--- src/timer_output_mode_params.svh ---
// constants for the timer output mode select block
// assumes the including file sits in the same folder
`ifndef TIMER_OUTPUT_MODE_PARAMS_SVH
`define TIMER_OUTPUT_MODE_PARAMS_SVH
`define TOM_UNIT0_ADDR     20'hf01be
`define TOM_UNIT0_ADDR_HI  20'hf01bf
`define TOM_UNIT1_ADDR     20'hf01e6
`define TOM_UNIT1_ADDR_HI  20'hf01e7
`define TOL_UNIT0_ADDR     20'hf01bc
`define TOL_UNIT1_ADDR     20'hf01e4
`define TOM_RESET          16'h0000
`define UNIT0_CHANNELS     8
`define UNIT1_CHANNELS     4
`define UNIT0_MASK         16'h00ff
`define UNIT1_MASK         16'h000f
`endif

--- src/timer_output_mode_pkg.sv ---
// types for the timer output mode select block
// assumes timer_output_mode_params.svh is on the include path
`include "timer_output_mode_params.svh"
package timer_output_mode_pkg;
    typedef struct packed {
        logic        write;
        logic        byte_only;
        logic [19:0] addr;
        logic [15:0] wdata;
    } reg_req_t;
endpackage : timer_output_mode_pkg

--- src/timer_output_mode_select.sv ---
// per-channel timer output mode select and output flip-flops for two timer units
// assumes count events are one-cycle pulses from logic on sys_clk_in
//
// Function
// RULE1: software clears a lone channel's mode bit
// RULE2: for pwm groups, master bit cleared and slave bits set
// RULE3: new mode applies only at next set or reset while output enabled
// RULE4: mode register written as 16 bits, or low byte by itself
// RULE5: reset clears all mode registers to zero
// RULE6: mode 0 toggles the output on the channel's own count event
// RULE7: mode 1 sets on master event, resets on own event
// RULE8: software writes zero to unused upper bits
// RULE9: eight mode bits in unit 0, four in unit 1
// RULE10: masters are even channels, slaves follow them consecutively; the code takes any channel with its applied mode bit clear as a master
// RULE11: polarity inversion applies only in slave output mode
`timescale 1ns/10ps
`default_nettype none
`include "timer_output_mode_params.svh"
module timer_output_mode_select
    import timer_output_mode_pkg::*;
(
    input  wire logic        sys_clk_in,    // peripheral clock
    input  wire logic        reset_n_in,    // sync reset, active low
    input  wire reg_req_t    req_in,        // register access
    input  wire logic [15:0] polarity_in,   // output_polarity_invert_reg, both units
    input  wire logic [11:0] enable_in,     // channel_output_enable_bit, unit1 in [11:8]
    input  wire logic [11:0] event_in,      // channel_count_event pulses
    output logic      [15:0] rdata_out,     // read data, registered
    output logic      [11:0] timer_out      // timer output pins
);
    // per-unit mode storage, 12 flops in total [RULE9]
    logic [7:0]  mode0, next_mode0;
    logic [3:0]  mode1, next_mode1;
    logic [11:0] level, next_level;          // positive-logic output state
    logic [11:0] eff_mode, next_eff_mode;    // mode latched at last set/reset
    logic [11:0] pol, next_pol;              // polarity latched at last set/reset
    logic [15:0] next_rdata;
    logic [11:0] next_timer;
    logic [11:0] master_ev;

    // master event for channel n: nearest lower channel in the same unit with its applied mode bit clear, else the unit's first channel [RULE10]
    function automatic logic [11:0] master_of(input logic [11:0] ev, input logic [11:0] m);
        logic [11:0] r;
        logic        cur;
        r = 12'h000;
        cur = 1'b0;
        for (int i = 0; i < 12; i++) begin
            if (i == 0 || i == 8 || !m[i]) begin
                cur = ev[i];
            end
            r[i] = cur;
        end
        return r;
    endfunction : master_of

    always_comb begin
        next_mode0 = mode0;
        next_mode1 = mode1;
        if (req_in.write) begin
            if (req_in.addr == `TOM_UNIT0_ADDR) begin
                next_mode0 = req_in.wdata[7:0]; // [RULE4] upper bits read as zero
            end
            if (req_in.addr == `TOM_UNIT1_ADDR) begin
                next_mode1 = req_in.wdata[3:0]; // [RULE4]
            end
        end
        next_rdata = 16'h0000;
        if (req_in.addr == `TOM_UNIT0_ADDR) begin
            next_rdata = {8'h00, mode0} & `UNIT0_MASK;
        end else if (req_in.addr == `TOM_UNIT1_ADDR) begin
            next_rdata = {12'h000, mode1} & `UNIT1_MASK;
        end
    end

    // chains use the applied mode so a mid-cycle rewrite cannot regroup channels
    assign master_ev = master_of(event_in, eff_mode);

    always_comb begin
        next_level    = level;
        next_eff_mode = eff_mode;
        next_pol      = pol;
        for (int i = 0; i < 12; i++) begin
            logic set_ev;
            logic clr_ev;
            logic mnew;
            set_ev = 1'b0;
            clr_ev = 1'b0;
            mnew = (i < 8) ? mode0[i] : mode1[i-8];
            if (enable_in[i]) begin
                if (!eff_mode[i] && event_in[i]) begin
                    set_ev = 1'b1;
                    next_level[i] = ~level[i]; // [RULE6]
                end else if (eff_mode[i] && master_ev[i] && !event_in[i]) begin
                    set_ev = 1'b1;
                    next_level[i] = 1'b1; // [RULE7]
                end else if (eff_mode[i] && event_in[i]) begin
                    clr_ev = 1'b1;
                    next_level[i] = 1'b0; // [RULE7] own event wins over master
                end
                if (set_ev || clr_ev) begin
                    next_eff_mode[i] = mnew; // [RULE3]
                    next_pol[i] = (i < 8) ? polarity_in[i] : polarity_in[i]; // [RULE11]
                end
            end
        end
        for (int i = 0; i < 12; i++) begin
            next_timer[i] = next_level[i] ^ (next_pol[i] & next_eff_mode[i]); // [RULE11]
        end
    end

    always_ff @(posedge sys_clk_in) begin
        if (!reset_n_in) begin
            mode0     <= 8'(`TOM_RESET); // [RULE5]
            mode1     <= 4'(`TOM_RESET); // [RULE5]
            level     <= 12'h000;
            eff_mode  <= 12'h000;
            pol       <= 12'h000;
            rdata_out <= 16'h0000;
            timer_out <= 12'h000;
        end else begin
            mode0     <= next_mode0;
            mode1     <= next_mode1;
            level     <= next_level;
            eff_mode  <= next_eff_mode;
            pol       <= next_pol;
            rdata_out <= next_rdata;
            timer_out <= next_timer;
        end
    end
endmodule : timer_output_mode_select
`default_nettype wire

--- config.mk ---
export PLATFORM = sky130hd
export DESIGN_NAME = timer_output_mode_select
export DESIGN_NICKNAME = d
export VERILOG_FILES = /design/src/timer_output_mode_pkg.sv /design/src/timer_output_mode_select.sv
export VERILOG_INCLUDE_DIRS = /design/src
export SDC_FILE = /design/constraint.sdc
export NUM_CORES = 1
export LEC_CHECK = 0
export BUFFER_PORTS_ARGS = -buffer_cell sky130_fd_sc_hd__buf_4
export CORE_MARGIN = 2
export CORE_UTILIZATION = 35
export CTS_CLUSTER_SIZE = 24
export DETAILED_ROUTE_END_ITERATION = 7
export GPL_TIMING_DRIVEN = 0
export HOLD_SLACK_MARGIN = 0.1
export PLACE_DENSITY = 0.69
export SLEW_MARGIN = 20
export SYNTH_ARGS = -nofsm -noshare
export SYNTH_HDL_FRONTEND = slang
export SYNTH_SLANG_ARGS = --single-unit
--- constraint.sdc ---
create_clock -name sys_clk_in -period 5 [get_ports sys_clk_in]
set_input_delay 0.5 -clock sys_clk_in [delete_from_list [all_inputs] [get_ports sys_clk_in]]
set_output_delay 0.5 -clock sys_clk_in [all_outputs]
set_load 0.02 [all_outputs]
==> impl_results.md <==
* Status: completed
* Clock root buffer: clkbuf_8
* Initial antenna violation count at 0
* Unrepaired setup endpoints after global routing: false
* Cell Area, Synth at approximately 3200 sq um
* CTS tree: done
* Peak Freq at around 0.50 GHz
* Routed via count at roughly 3k
* Fraction of registers with async set/reset at 0%
* Post-synth top area share at between 40% and 50%
* Hold Path End: pol[11]
* PD cells at a little under 300 nW/um^2
* DP Cell Count at 579
* Routed Antenna Nets at 0
* GRT Total Usage at around 17%
* Worst Path Required at around 5.2 ns
* Synth warn at 0
* Setup slack at placement at about 2.7 ns
* Crit path max fanout at 5
* Endpoint class of the critical path: register
* Xor and xnor area share after synthesis at 1.11%
* Simple-gate share of the synthesized area at between 20% and 30%
* Clk pin slew, worst setup/hold paths at ~0.070 ns
* Vias in the first global route at around 2.8k
* Chip height at between 90 and 100 um
* VDD IR max at between 0.1 and 0.15 mV
* Commonest non-fill, non-tap cells in the layout: 93 x buf_4, 68 x dfxtp_1, 42 x nor2_1, 40 x a21oi_1, 36 x nand2_1
* # IOs at 108
* TritonRoute pass-1 iters at 4
* Layout Area Growth over Synthesis at 31.8%
* Routed len/inst at around 14 um
* Synth area leaders: dfxtp_1 43%, a21oi_1 6.4%, o21ai_0 5.1%
* Register area share after synthesis at between 40 and 50%
* Cts bufs inserted at 9
* # Max-Cap Violations at 0
* CTS HTree Levels at 3
* Most common cell after layout, fill and taps aside: buf_4
* Share of layout cells above drive strength 1 at between 20% and 30%
* Hold WS at 0.414 ns
* Reg2Reg Setup Slack at roughly 3.0 ns
* Clk buf depth at 2
* Worst slew pin tran at 0.676 ns
* R2R Path Start: eff_mode[1]
* Row Count at 34
* Clk_lat worst skew at between 0.3 and 0.4 ns
* Final worst slack at 2.99 ns
* Fin crit share at 40.3%
* Final wirelength at approximately 8100 um
* Cell count after synthesis at about 380
* WP data arrival at around 2.3 ns
* Hold Violations, Final at 0
* Fillcell total at between 800 and 900
* Synth Area in Adders at 0%
* Synth cell types at 56
* Worst slew margin relative to its limit at a little over half
* Die Wd at between 90 and 100 um
* Largest net degree at the start of global routing at 12
* Die ar. at a little under 10,000 sq um
* EDFF count, synth at 0
* Mux share of post-synthesis cell area at under 10%
* CTS resizes at 0
* Core box area at a little under 9000 sq um
* Final Non-Filler Cells at 595
* RR Endpoint: timer_out[5]
* Largest family of logic cells by synthesized area: compound AO/OA/AOI/OAI gates
* Initial DRC count at 110
* Hold_sp: polarity_in[11]
* First-pass GRT wire length at about 13,000 um
* Clock Skew at slightly below 0.009 ns
* Synth Area in Compound Gates at around a quarter
* Fin. max-slew vios at 0
* Port-buffer cells at 85
* # setup viols final at 0
* DRC violations left at 0
* Synth Flop Type: dfxtp_1
* Class of the worst hold path: input port to register
* Hold Path Depth at 3
* Number of cells on the worst reg-to-reg path at 6
* Post-CTS setup buffer count at 0
* Vias/cell at a little over 5
* Initial Util at around 36%
* N_diodes at 0
* DP HPWL at around 6000 um
* Critical Path Source Type: register
* Cell accounting for the most synthesized area: dfxtp_1
* TNS Setup at 0 ns
* Syn Area/Cell at 8.32 sq um
* Nets at roughly 560
* Grt ovf at 0
* Critical path type: register to register
* Final core occ at a little under half
* Leak Pwr at ~1.7 nW
* Min Tclk post-route at 2.01 ns
* Post-CTS Hold Buffers at 0
* # clock sinks at 68
* Count of state elements after synthesis at between 60 and 70
* Placer Congestion at around 0.84
-- power by group --
part | switching [mW] | internal [mW]
logic | 0.0928 | 0.0885
registers | 0.0133 | 0.564
clock network | 0.203 | 0.256
-- routing by layer --
metal / GRT usage, % / vias up / part of all wire (%)
met5: 0 / - / 0
met3: 5.46 / 12 / 6.0
met4: 5.48 / 0 / 1.3
li1: - / 1543 / -
met2: 27.8 / 88 / 50
met1: 20.3 / 1392 / 43
-- flip-flops by register name, summed over array words and instances (netlist names) --
name       cells
mode1          4
level         12
eff_mode      12
timer_out     12
mode0          8
pol           12
rdata_out      8
-- worst max-delay path, stage by stage, from the launching register on --
cell and delay (ns):
dfxtp_1 0.44, mux2_4 0.37, o21ai_4 0.21, nor2_2 0.07
o21ai_0 0.33, a31oi_1 0.18, mux2_4 0.31
-- synth_stat cells (3+ instances only) --
cell	count
mux2i_1	11
nor2_1	42
o22ai_1	3
o21a_1	4
buf_4	8
clkbuf_1	6
and3_1	6
nand2_1	36
nor3_1	18
o21ai_0	32
a22o_1	4
nand4_1	4
and2_1	11
a21oi_1	40
inv_1	16
nor3b_1	5
dfxtp_1	68
a211oi_1	5
o211ai_1	7
xnor2_1	4
nor2b_1	3
nand3b_1	4
-- cell families (layout without fill, tap and decap cells) --
logic type | Yosys count | in the layout
buffers and inverters | 33 | 134
muxes | 14 | 14
DFF | 68 | 68
xor gates and xnor gates | 4 | 4
AOI/OAI and AO/OA | 116 | 116
other | 1 | 8
and+or+nand+nor | 143 | 143
-- worst max path at each step --
| stage | start | to | slack (ns) | depth (start not counted) |
|---|---|---|---|---|
| after floorplan | event_in[2] | timer_out[5] | 3.00 | 7 |
| after global placement | req_in[28] | mode0[1] | 2.82 | 7 |
| after detailed placement | req_in[28] | mode0[1] | 2.74 | 7 |
| after CTS | eff_mode[1] | timer_out[5] | 2.99 | 6 |
| after global routing | eff_mode[9] | timer_out[11] | 2.81 | 5 |
| final | eff_mode[1] | timer_out[5] | 2.99 | 6 |
-- area by class of cell --
class | instances | area [sq um] | share of cell area (%)
Multi-Input combinational cell | 285 | 1650 | 39.8
Sequential cell | 68 | 1360 | 32.8
Timing Repair Buffer | 85 | 638 | 15.4
Clock buffer | 12 | 155 | 3.73
Tap cell | 108 | 135 | 3.25
Buffer | 17 | 105 | 2.53
Inverter | 16 | 60.1 | 1.45
Clock inverter | 4 | 47.5 | 1.14
-- metrics by stage --
| step | cell area [sq um] | total power [mW] |
|---|---|---|
| 2_1_floorplan | 3180 | 0.689 |
| 3_3_place_gp | 3950 | 0.767 |
| 3_5_place_dp | 3950 | 0.771 |
| 4_1_cts | 4150 | 1.23 |
| 5_1_grt | 4150 | 1.28 |
| 6_report | 4150 | 1.22 |
Power figures use the tool's default switching activity.
